### src/common/adc_seq_pkg.sv
// constants, register layout and types for the conversion sequencer
package adc_seq_pkg;

  // ************************************************************
  // register offsets (byte addresses, one word each)
  // ************************************************************
  localparam logic [3:0] CTRL_OFFSET = 4'h0;
  localparam logic [3:0] SELECT_OFFSET = 4'h4;
  localparam logic [3:0] STATUS_OFFSET = 4'h8;
  localparam logic [3:0] DATA_OFFSET = 4'hC;

  // ************************************************************
  // reset values
  // ************************************************************
  localparam logic [8:0] CTRL_RESET = 9'h000;
  localparam logic [6:0] SELECT_RESET = 7'h00;
  localparam logic [9:0] DATA_RESET = 10'h000;

  // ************************************************************
  // field positions in the status word
  // ************************************************************
  localparam int unsigned STATUS_BUSY_POS = 8;
  localparam int unsigned STATUS_FIRST_POS = 9;
  localparam int unsigned STATUS_HALF_POS = 10;
  localparam int unsigned SELECT_REF_POS = 6;

  // channel codes at or above this value select a differential pair
  localparam logic [4:0] FIRST_DIFF_CHANNEL = 5'h08;

  // ************************************************************
  // timing in converter clock cycles, counted in half cycles
  // ************************************************************
  localparam int unsigned NORMAL_CYCLES = 13;
  localparam int unsigned FIRST_CYCLES = 25;
  localparam int unsigned DIFF_LONG_CYCLES = 14;
  localparam logic [5:0] NORMAL_LEN_HALVES = 6'(2 * NORMAL_CYCLES);
  localparam logic [5:0] FIRST_LEN_HALVES = 6'(2 * FIRST_CYCLES);
  localparam logic [5:0] DIFF_LONG_LEN_HALVES = 6'(2 * DIFF_LONG_CYCLES);
  localparam logic [5:0] AUTO_LEN_HALVES = 6'h1B;    // 13.5 cycles
  localparam logic [5:0] NORMAL_SAMPLE_HALVES = 6'h03; // 1.5 cycles
  localparam logic [5:0] FIRST_SAMPLE_HALVES = 6'h1B;  // 13.5 cycles
  localparam logic [5:0] DIFF_LONG_SAMPLE_HALVES = 6'h05; // 2.5 cycles
  localparam logic [5:0] AUTO_SAMPLE_HALVES = 6'h04;   // 2 cycles
  localparam logic [5:0] UNLOCK_HALVES = 6'h02;        // last cycle

  // ************************************************************
  // types
  // ************************************************************
  typedef struct packed {
    logic high_speed_mode_bit;
    logic [2:0] prescale_select_field;
    logic trigger_on_complete;
    logic conversion_complete_flag;
    logic auto_trigger_enable_bit;
    logic start_conversion_bit;
    logic converter_enable_bit;
  } ctrl_type;

  typedef struct packed {
    logic [1:0] reference_select_bits;
    logic [4:0] channel_select_bits;
  } select_type;

  typedef enum logic [1:0] {IDLE, ARMED, CONVERTING} state_type;

endpackage : adc_seq_pkg

### src/adc_conversion_sequencer.sv
// conversion sequencer: prescaler, start and completion timing, selection buffering
//
// Decided for this implementation: the placing of the registers and register access over Avalon-MM.
`timescale 1ns/1ps

module adc_conversion_sequencer import adc_seq_pkg::*; (
  input wire logic clk_i,
  input wire logic resetn_i,
  input wire logic [3:0] avs_address_i,
  input wire logic avs_read_i,
  input wire logic avs_write_i,
  input wire logic [31:0] avs_writedata_i,
  output logic [31:0] avs_readdata_o,
  output logic avs_waitrequest_o,
  input wire logic trigger_i,
  input wire logic [9:0] result_i,
  output logic converter_enable_o,
  output logic high_speed_o,
  output logic converter_clock_o,
  output logic sample_hold_o,
  output logic converting_o,
  output logic [4:0] channel_select_bits_o,
  output logic [1:0] reference_select_bits_o
);

  // ************************************************************
  // helpers
  // ************************************************************

  // divider ratio; high speed halves it but never below two
  function automatic logic [8:0] divider_ratio(input logic [2:0] sel, input logic fast);
    logic [8:0] ratio;
    ratio = 9'h002 << sel;
    if (fast && sel != 3'h0) begin
      ratio = ratio >> 1;
    end
    return ratio;
  endfunction : divider_ratio

  function automatic logic is_differential(input logic [4:0] chan);
    return chan >= FIRST_DIFF_CHANNEL;
  endfunction : is_differential

  // ************************************************************
  // declarations
  // ************************************************************
  logic [1:0] rst_sync;
  logic rst_n;
  ctrl_type ctrl;
  select_type temp_sel;
  select_type work_sel;
  logic [9:0] data_reg;
  state_type state;
  logic [7:0] pre_cnt;
  logic half_clk;
  logic [5:0] hcnt;
  logic [5:0] len_h;
  logic [5:0] samp_h;
  logic first_pending;
  logic [2:0] trig_sync;
  logic trig_level;

  // ************************************************************
  // reset release
  // ************************************************************
  always_ff @(posedge clk_i or negedge resetn_i) begin
    if (!resetn_i) begin
      rst_sync <= 2'h0;
    end else begin
      rst_sync <= {rst_sync[0], 1'b1};
    end
  end
  assign rst_n = rst_sync[1];

  // ************************************************************
  // bus decode
  // ************************************************************
  wire bus_req = avs_read_i | avs_write_i;
  wire bus_write = avs_write_i & ~avs_waitrequest_o;
  wire wr_ctrl = bus_write & (avs_address_i == CTRL_OFFSET);
  wire wr_select = bus_write & (avs_address_i == SELECT_OFFSET);
  wire ctrl_type wd_ctrl = ctrl_type'(avs_writedata_i[8:0]);

  // one wait state on every access; readdata is loaded while it stands
  always_ff @(posedge clk_i or negedge rst_n) begin
    if (!rst_n) begin
      avs_waitrequest_o <= 1'b1;
    end else begin
      avs_waitrequest_o <= ~(bus_req & avs_waitrequest_o);
    end
  end

  wire [31:0] status_word = {21'h0, half_clk, first_pending, state == CONVERTING,
                             work_sel.reference_select_bits, 1'b0, work_sel.channel_select_bits};
  wire [31:0] read_mux =
      (avs_address_i == CTRL_OFFSET) ? {23'h0, ctrl} :
      (avs_address_i == SELECT_OFFSET) ? {24'h0, temp_sel.reference_select_bits, 1'b0,
                                          temp_sel.channel_select_bits} :
      (avs_address_i == STATUS_OFFSET) ? status_word :
      (avs_address_i == DATA_OFFSET) ? {22'h0, data_reg} : 32'h0000_0000;

  always_ff @(posedge clk_i or negedge rst_n) begin
    if (!rst_n) begin
      avs_readdata_o <= 32'h0000_0000;
    end else if (avs_read_i && avs_waitrequest_o) begin
      avs_readdata_o <= read_mux;
    end
  end

  // ************************************************************
  // prescaler and converter clock edges
  // ************************************************************
  wire [8:0] ratio = divider_ratio(ctrl.prescale_select_field, ctrl.high_speed_mode_bit);
  wire [7:0] rise_at = 8'(ratio - 9'h001);
  wire [7:0] fall_at = 8'((ratio >> 1) - 9'h001);
  wire rise_tick = ctrl.converter_enable_bit & (pre_cnt == rise_at);
  wire fall_tick = ctrl.converter_enable_bit & (pre_cnt == fall_at);
  wire half_tick = rise_tick | fall_tick;
  // a smaller ratio written mid-count would otherwise let the 8-bit counter wrap
  wire pre_over = pre_cnt > rise_at;

  // ************************************************************
  // trigger synchroniser: a change counts when stages two and three agree
  // ************************************************************
  always_ff @(posedge clk_i or negedge rst_n) begin
    if (!rst_n) begin
      trig_sync <= 3'h0;
      trig_level <= 1'b0;
    end else begin
      trig_sync <= {trig_sync[1:0], trigger_i};
      if (trig_sync[1] == trig_sync[2]) begin
        trig_level <= trig_sync[2];
      end
    end
  end

  wire trig_rise = (trig_sync[1] == trig_sync[2]) & trig_sync[2] & ~trig_level;
  wire free_run = ctrl.auto_trigger_enable_bit & ctrl.trigger_on_complete;
  // edges while converting are dropped, never queued
  wire trig_start = trig_rise & ctrl.converter_enable_bit & ctrl.auto_trigger_enable_bit
                    & ~ctrl.trigger_on_complete & (state != CONVERTING);

  // ************************************************************
  // conversion timing
  // ************************************************************
  wire [5:0] hcnt_inc = hcnt + 6'h01;
  wire done = (state == CONVERTING) & half_tick & (hcnt_inc == len_h);
  wire sample_now = (state == CONVERTING) & half_tick & (hcnt_inc == samp_h);
  wire user_start = (state == ARMED) & rise_tick;
  wire conv_start = user_start | trig_start;
  wire restart = done & free_run;
  wire diff_sel = is_differential(work_sel.channel_select_bits);
  // differential starts with the half-rate clock high lose one cycle to alignment
  wire diff_long = diff_sel & (half_clk | restart);

  wire [5:0] next_len_h = first_pending ? FIRST_LEN_HALVES :
                          trig_start ? AUTO_LEN_HALVES :
                          diff_long ? DIFF_LONG_LEN_HALVES : NORMAL_LEN_HALVES;
  wire [5:0] next_samp_h = first_pending ? FIRST_SAMPLE_HALVES :
                           trig_start ? AUTO_SAMPLE_HALVES :
                           diff_long ? DIFF_LONG_SAMPLE_HALVES : NORMAL_SAMPLE_HALVES;

  // working selection stays frozen until the last converter cycle
  wire sel_locked = (state == CONVERTING) & (hcnt < (len_h - UNLOCK_HALVES));

  // ************************************************************
  // start bit and complete flag
  // ************************************************************
  wire set_start = (wr_ctrl & wd_ctrl.start_conversion_bit) | trig_start;
  wire clear_flag = wr_ctrl & wd_ctrl.conversion_complete_flag;
  wire next_enable = wr_ctrl ? wd_ctrl.converter_enable_bit : ctrl.converter_enable_bit;
  // a fresh write of start wins over the completion clear
  wire next_start = next_enable & (set_start | (ctrl.start_conversion_bit & ~(done & ~free_run)));

  // ************************************************************
  // control register
  // ************************************************************
  always_ff @(posedge clk_i or negedge rst_n) begin
    if (!rst_n) begin
      ctrl <= ctrl_type'(CTRL_RESET);
    end else begin
      if (wr_ctrl) begin
        ctrl.converter_enable_bit <= wd_ctrl.converter_enable_bit;
        ctrl.auto_trigger_enable_bit <= wd_ctrl.auto_trigger_enable_bit;
        ctrl.trigger_on_complete <= wd_ctrl.trigger_on_complete;
        ctrl.prescale_select_field <= wd_ctrl.prescale_select_field;
        ctrl.high_speed_mode_bit <= wd_ctrl.high_speed_mode_bit;
      end
      ctrl.start_conversion_bit <= next_start;
      // the set wins over a clear in the same cycle
      ctrl.conversion_complete_flag <= done | (ctrl.conversion_complete_flag & ~clear_flag);
    end
  end

  // ************************************************************
  // prescaler counter and clocks
  // ************************************************************
  always_ff @(posedge clk_i or negedge rst_n) begin
    if (!rst_n) begin
      pre_cnt <= 8'h00;
    end else if (!ctrl.converter_enable_bit || trig_start || rise_tick || pre_over) begin
      pre_cnt <= 8'h00;
    end else begin
      pre_cnt <= pre_cnt + 8'h01;
    end
  end

  // half-rate clock restarts with the prescaler
  always_ff @(posedge clk_i or negedge rst_n) begin
    if (!rst_n) begin
      converter_clock_o <= 1'b0;
      half_clk <= 1'b0;
    end else if (!ctrl.converter_enable_bit || trig_start) begin
      converter_clock_o <= 1'b0;
      half_clk <= 1'b0;
    end else begin
      if (rise_tick) begin
        converter_clock_o <= 1'b1;
        half_clk <= ~half_clk;
      end else if (fall_tick) begin
        converter_clock_o <= 1'b0;
      end
    end
  end

  // ************************************************************
  // sequencer state
  // ************************************************************
  always_ff @(posedge clk_i or negedge rst_n) begin
    if (!rst_n) begin
      state <= IDLE;
    end else if (!ctrl.converter_enable_bit) begin
      state <= IDLE;
    end else begin
      unique case (state)
        IDLE: begin
          if (trig_start) begin
            state <= CONVERTING;
          end else if (ctrl.start_conversion_bit) begin
            state <= ARMED;
          end
        end
        ARMED: begin
          if (conv_start) begin
            state <= CONVERTING;
          end
        end
        CONVERTING: begin
          if (done && !restart) begin
            state <= next_start ? ARMED : IDLE;
          end
        end
      endcase
    end
  end

  // half-cycle counter and the length chosen at each start
  always_ff @(posedge clk_i or negedge rst_n) begin
    if (!rst_n) begin
      hcnt <= 6'h00;
      len_h <= NORMAL_LEN_HALVES;
      samp_h <= NORMAL_SAMPLE_HALVES;
    end else if (conv_start || restart) begin
      hcnt <= 6'h00;
      len_h <= next_len_h;
      samp_h <= next_samp_h;
    end else if (state == CONVERTING && half_tick) begin
      hcnt <= hcnt_inc;
    end
  end

  // extended conversion is owed after every enable
  always_ff @(posedge clk_i or negedge rst_n) begin
    if (!rst_n) begin
      first_pending <= 1'b1;
    end else if (!ctrl.converter_enable_bit) begin
      first_pending <= 1'b1;
    end else if (conv_start) begin
      first_pending <= 1'b0;
    end
  end

  // ************************************************************
  // selection buffering and result
  // ************************************************************
  always_ff @(posedge clk_i or negedge rst_n) begin
    if (!rst_n) begin
      temp_sel <= select_type'(SELECT_RESET);
      work_sel <= select_type'(SELECT_RESET);
    end else begin
      if (wr_select) begin
        temp_sel.channel_select_bits <= avs_writedata_i[4:0];
        temp_sel.reference_select_bits <= avs_writedata_i[SELECT_REF_POS +: 2];
      end
      // start edge locks the copy taken in the cycle before it
      if (!sel_locked && !conv_start && !restart) begin
        work_sel <= temp_sel;
      end
    end
  end

  always_ff @(posedge clk_i or negedge rst_n) begin
    if (!rst_n) begin
      data_reg <= DATA_RESET;
    end else if (done) begin
      data_reg <= result_i;
    end
  end

  // ************************************************************
  // outputs to the analog core
  // ************************************************************
  always_ff @(posedge clk_i or negedge rst_n) begin
    if (!rst_n) begin
      sample_hold_o <= 1'b0;
      converting_o <= 1'b0;
      converter_enable_o <= 1'b0;
      high_speed_o <= 1'b0;
      channel_select_bits_o <= 5'h00;
      reference_select_bits_o <= 2'h0;
    end else begin
      sample_hold_o <= sample_now;
      // rises on the start edge and falls on a completion without free-running restart, in step with sample_hold_o
      converting_o <= conv_start | (ctrl.converter_enable_bit & (state == CONVERTING) & ~(done & ~restart));
      converter_enable_o <= ctrl.converter_enable_bit;
      high_speed_o <= ctrl.high_speed_mode_bit;
      channel_select_bits_o <= work_sel.channel_select_bits;
      reference_select_bits_o <= work_sel.reference_select_bits;
    end
  end
endmodule : adc_conversion_sequencer

### config.mk
export PLATFORM = sky130hd
export DESIGN_NAME = adc_conversion_sequencer
export DESIGN_NICKNAME = d
export VERILOG_FILES = /design/src/common/adc_seq_pkg.sv /design/src/adc_conversion_sequencer.sv
export SDC_FILE = /design/constraint.sdc
export NUM_CORES = 1
export LEC_CHECK = 0
export ABC_CLOCK_PERIOD_IN_PS = 5400
export BUFFER_PORTS_ARGS = -buffer_cell sky130_fd_sc_hd__buf_2
export CAP_MARGIN = 20
export CORE_ASPECT_RATIO = 0.75
export CORE_MARGIN = 10
export CORE_UTILIZATION = 35
export CTS_CLUSTER_DIAMETER = 200
export DETAILED_ROUTE_END_ITERATION = 7
export PLACE_DENSITY = 0.64
export RECOVER_POWER = 50
export SYNTH_ARGS = -nofsm -noshare
export SYNTH_HDL_FRONTEND = slang
export SYNTH_SLANG_ARGS = --single-unit
### constraint.sdc
create_clock -name clk_i -period 5.4 [get_ports clk_i]
set_input_delay 0.27 -clock clk_i [delete_from_list [all_inputs] [get_ports clk_i]]
set_output_delay 0.27 -clock clk_i [all_outputs]
set_load 0.02 [all_outputs]
==> key figures <==
Worst hold path
  • Hold EP: trig_sync[0]$_DFF_PN0_
  • Worst min-delay path startpoint: trigger_i
  • Worst Hold Path Cells: 1
  • HP Class: in2reg

Setup path
  • Buffer and inverter count on the worst path: 1
  • Top Family by Delay on Critical Path: compound AO/OA/AOI/OAI gates
  • Reg2reg setup slack: 0.95 ns
  • CP arrival: 4.68 ns
  • CP max stage cell: dfrtp_1
  • Critical-path cell list: nor2b_1, nand2_1, o21ai_0, nand2_1, ha_1, o21ba_2, a211oi_1, a31oi_1, ha_1, nand2_1, nor3_1, buf_4, nand2_1, o41a_1, o21ai_4, a31oi_2, mux2_1
  • Reg2reg end: status_word[7]$_DFFE_PN0P_
  • Reg-to-reg startpoint: ctrl[8]$_DFFE_PN0P_
  • Most frequent CP cell: nand2_1
  • CP max FO: 16
  • Required @ worst endpoint: 5.63 ns
  • Crit-path max cell delay: 0.64 ns
  • WS Path Type: reg2reg
  • Worst Setup End Kind: flop
  • Reg2Reg Depth: 17
  • Startpoint Class: flop

Timing
  • Top achievable clock speed: 0.225 GHz
  • Finish-stage setup viols: 0
  • Slew HR: -125%
  • Slew Limit Fails: 75
  • PnR worst setup slack: 0.952 ns
  • Worst-Margin Slew: 3.38 ns
  • Final period utilization: 82.4%
  • Final hold slack: 0.0257 ns
  • RSZ-0062 raised after global routing: false
  • Final Hold Viols: 0
  • Tmin final: 4.45 ns
  • Final setup TNS: 0 ns
  • Setup Skew: 0.00789 ns

Synth
  • Post-synth cell types: 60
  • Post-synth top flop: dfrtp_1
  • Largest area contributor in the netlist: dfrtp_1
  • Post-synth EDFFs: 0
  • Syn Inst Count: 433
  • Most numerous cell in the Yosys netlist: dfrtp_1
  • Avg Inst Size Synth: 11.0 um2
  • Seq/Total Area, Yosys: 46.9%
  • Share of the synthesized area in the top cell type: 43.6%
  • Top post-synthesis cells by count: dfrtp_1, nor2_1, nand2_1
  • Synth Cell Area: 4770 um2
  • Yosys reg bits: 89
  • Yosys warning total: 0
  • Top post-synthesis cells by area: dfrtp_1, ha_1, mux2_1
  • Ys async rst share: 100%

Power and ir drop
  • VDD IR max: 187 uV
  • Static Leak: 2.59 nW
  • Tot Pwr: 1.89 mW
  • Power per cell area: 348 nW/um2

Detailed routing
  • DRT iter0 DRCs: 241
  • Routed vias: 3383
  • Antenna Nets Post-Route: 0
  • Drt total wl: 11.3 mm
  • Vias per inst: 5.13
  • DR pass1 iterations: 4
  • DR WL/cell: 17.2 um
  • DRC errors left: 0

Clocking
  • # H-tree levels: 3
  • Root buf cell: clkbuf_16
  • Clk_lat worst skew: 0.35 ns
  • # resized after CTS: 0
  • CTS tree: built
  • Clock Path Buffers: 2
  • Worst-path clk slew: 0.07 ns
  • Clock sinks: 89
  • CTS buffer count: 9

Layout
  • Post-layout util: 41.3%
  • Layout Nets: 558
  • Diode count: 0
  • Final instance area: 5430 um2
  • Max reg flops: 11
  • Fin cells: 660
  • Register area: 2230 um2
  • Ratio of cells with drive above 1 in the final layout: 20.4%
  • Footprint of the multi-input gates: 2320 um2
  • Area growth, synth to finish: 13.9%
  • Fillers: 1286

Place
  • Placer Congestion: 0.812
  • Placed cell areas: 5120 um2
  • Dpl hpwl: 8.25 mm
  • DP Cell Count: 642
  • Pre-CTS setup slack: 0.968 ns
  • Port Buffer Count: 51

Floorplan
  • FP Rows: 36
  • Die height: 121 um
  • Die Width: 155 um
  • Die area: 18700 um2
  • Core Region: 13200 um2
  • Initial Utilization: 36.3%
  • IO Pins: 96

GRT
  • Antenna violations before repair: 0
  • Number of global-route vias before repair: 3587
  • Grt total ovfl: 0
  • Largest net degree at the start of global routing: 88
  • Total GRT Usage: 12.7%
  • First-pass GRT wire length: 19.1 mm

Flow run
  • Max cap viols: 1

Outcome
  • Failing checks: max-capacitance violations, max-slew violations
  • Outcome: complete, but fails checks
[logic make-up (layout without fill, tap and decap cells)]
kind of cell,after synthesis,count (layout),share of synthesized area (%)
and+or+nand+nor,117,117,12.1
DFF,89,89,46.9
AOI/OAI and AO/OA,74,74,11.4
buffers and inverters,57,91,6.30
muxes,41,41,11.3
xor gates and xnor gates,30,30,5.80
adders and majority gates,23,23,6.04
other,2,24,0.157
[how the worst max path moves through the flow]
| stage | startpoint | endpoint | slack (ns) | cells past startpoint |
|---|---|---|---|---|
| final | ctrl[8]$_DFFE_PN0P_ | status_word[7]$_DFFE_PN0P_ | 0.95 | 17 |
| after global routing | rst_sync[1]$_DFF_PN0_ | sample_hold_o$_DFF_PN0_ | 0.53 | 1 |
| after CTS | ctrl[8]$_DFFE_PN0P_ | status_word[7]$_DFFE_PN0P_ | 0.95 | 17 |
| after detailed placement | ctrl[8]$_DFFE_PN0P_ | status_word[7]$_DFFE_PN0P_ | 0.97 | 17 |
| after global placement | ctrl[8]$_DFFE_PN0P_ | status_word[7]$_DFFE_PN0P_ | 1.12 | 17 |
| after floorplan | ctrl[7]$_DFFE_PN0P_ | status_word[0]$_DFFE_PN0P_ | 1.68 | 16 |
[area by class of cell]
cell class / count / share of cell area [%]
clock buffer: 11 / 4.65
clock inverter: 5 / 0.852
inverter: 19 / 1.31
multi-input combinational: 309 / 42.6
sequential: 89 / 41.1
tap: 171 / 3.94
timing repair buffer: 56 / 5.46
[layout by cell type, fill, tap and decap left out, types with 15 or more instances in the layout]
master | synthesis | routed
dfrtp_1 | 83 | 83
buf_2 | 3 | 50
nor2_1 | 31 | 31
nand2_1 | 26 | 26
conb_1 | 2 | 24
ha_1 | 23 | 23
inv_1 | 19 | 19
nand3_1 | 19 | 19
mux2_1 | 17 | 17
xnor2_1 | 16 | 16
mux2_2 | 15 | 15
[where the power goes]
| group | total [mW] | switching, mW | leakage, nW | internal [mW] |
|---|---|---|---|---|
| Sequential | 0.832 | 0.0884 | 1.16 | 0.743 |
| Combinational | 0.436 | 0.246 | 1.28 | 0.191 |
| Clock | 0.623 | 0.279 | 0.148 | 0.345 |
[worst register-to-register path: stages (launching register included)]
cell and delay (ns):
dfrtp_1 0.64, nor2b_1 0.29, nand2_1 0.08, o21ai_0 0.09
nand2_1 0.10, ha_1 0.28, o21ba_2 0.22, a211oi_1 0.26
a31oi_1 0.11, ha_1 0.32, nand2_1 0.09, nor3_1 0.05
buf_4 0.15, nand2_1 0.13, o41a_1 0.31, o21ai_4 0.19
a31oi_2 0.62, mux2_1 0.40
[metal layers]
| layer | part of all wire [%] | track usage [%] |
|---|---|---|
| met1 | 49 | 16.8 |
| met2 | 44 | 19.0 |
| met3 | 6.5 | 5.28 |
| met4 | 0.64 | 2.59 |
| met5 | 0 | 0 |
[timing repair]
item | in CTS | in global routing
buffers inserted | 0 | 0
hold buffers | 1 | 0
hold endpoints to repair | 2 | 0
Power figures use the tool's default switching activity.
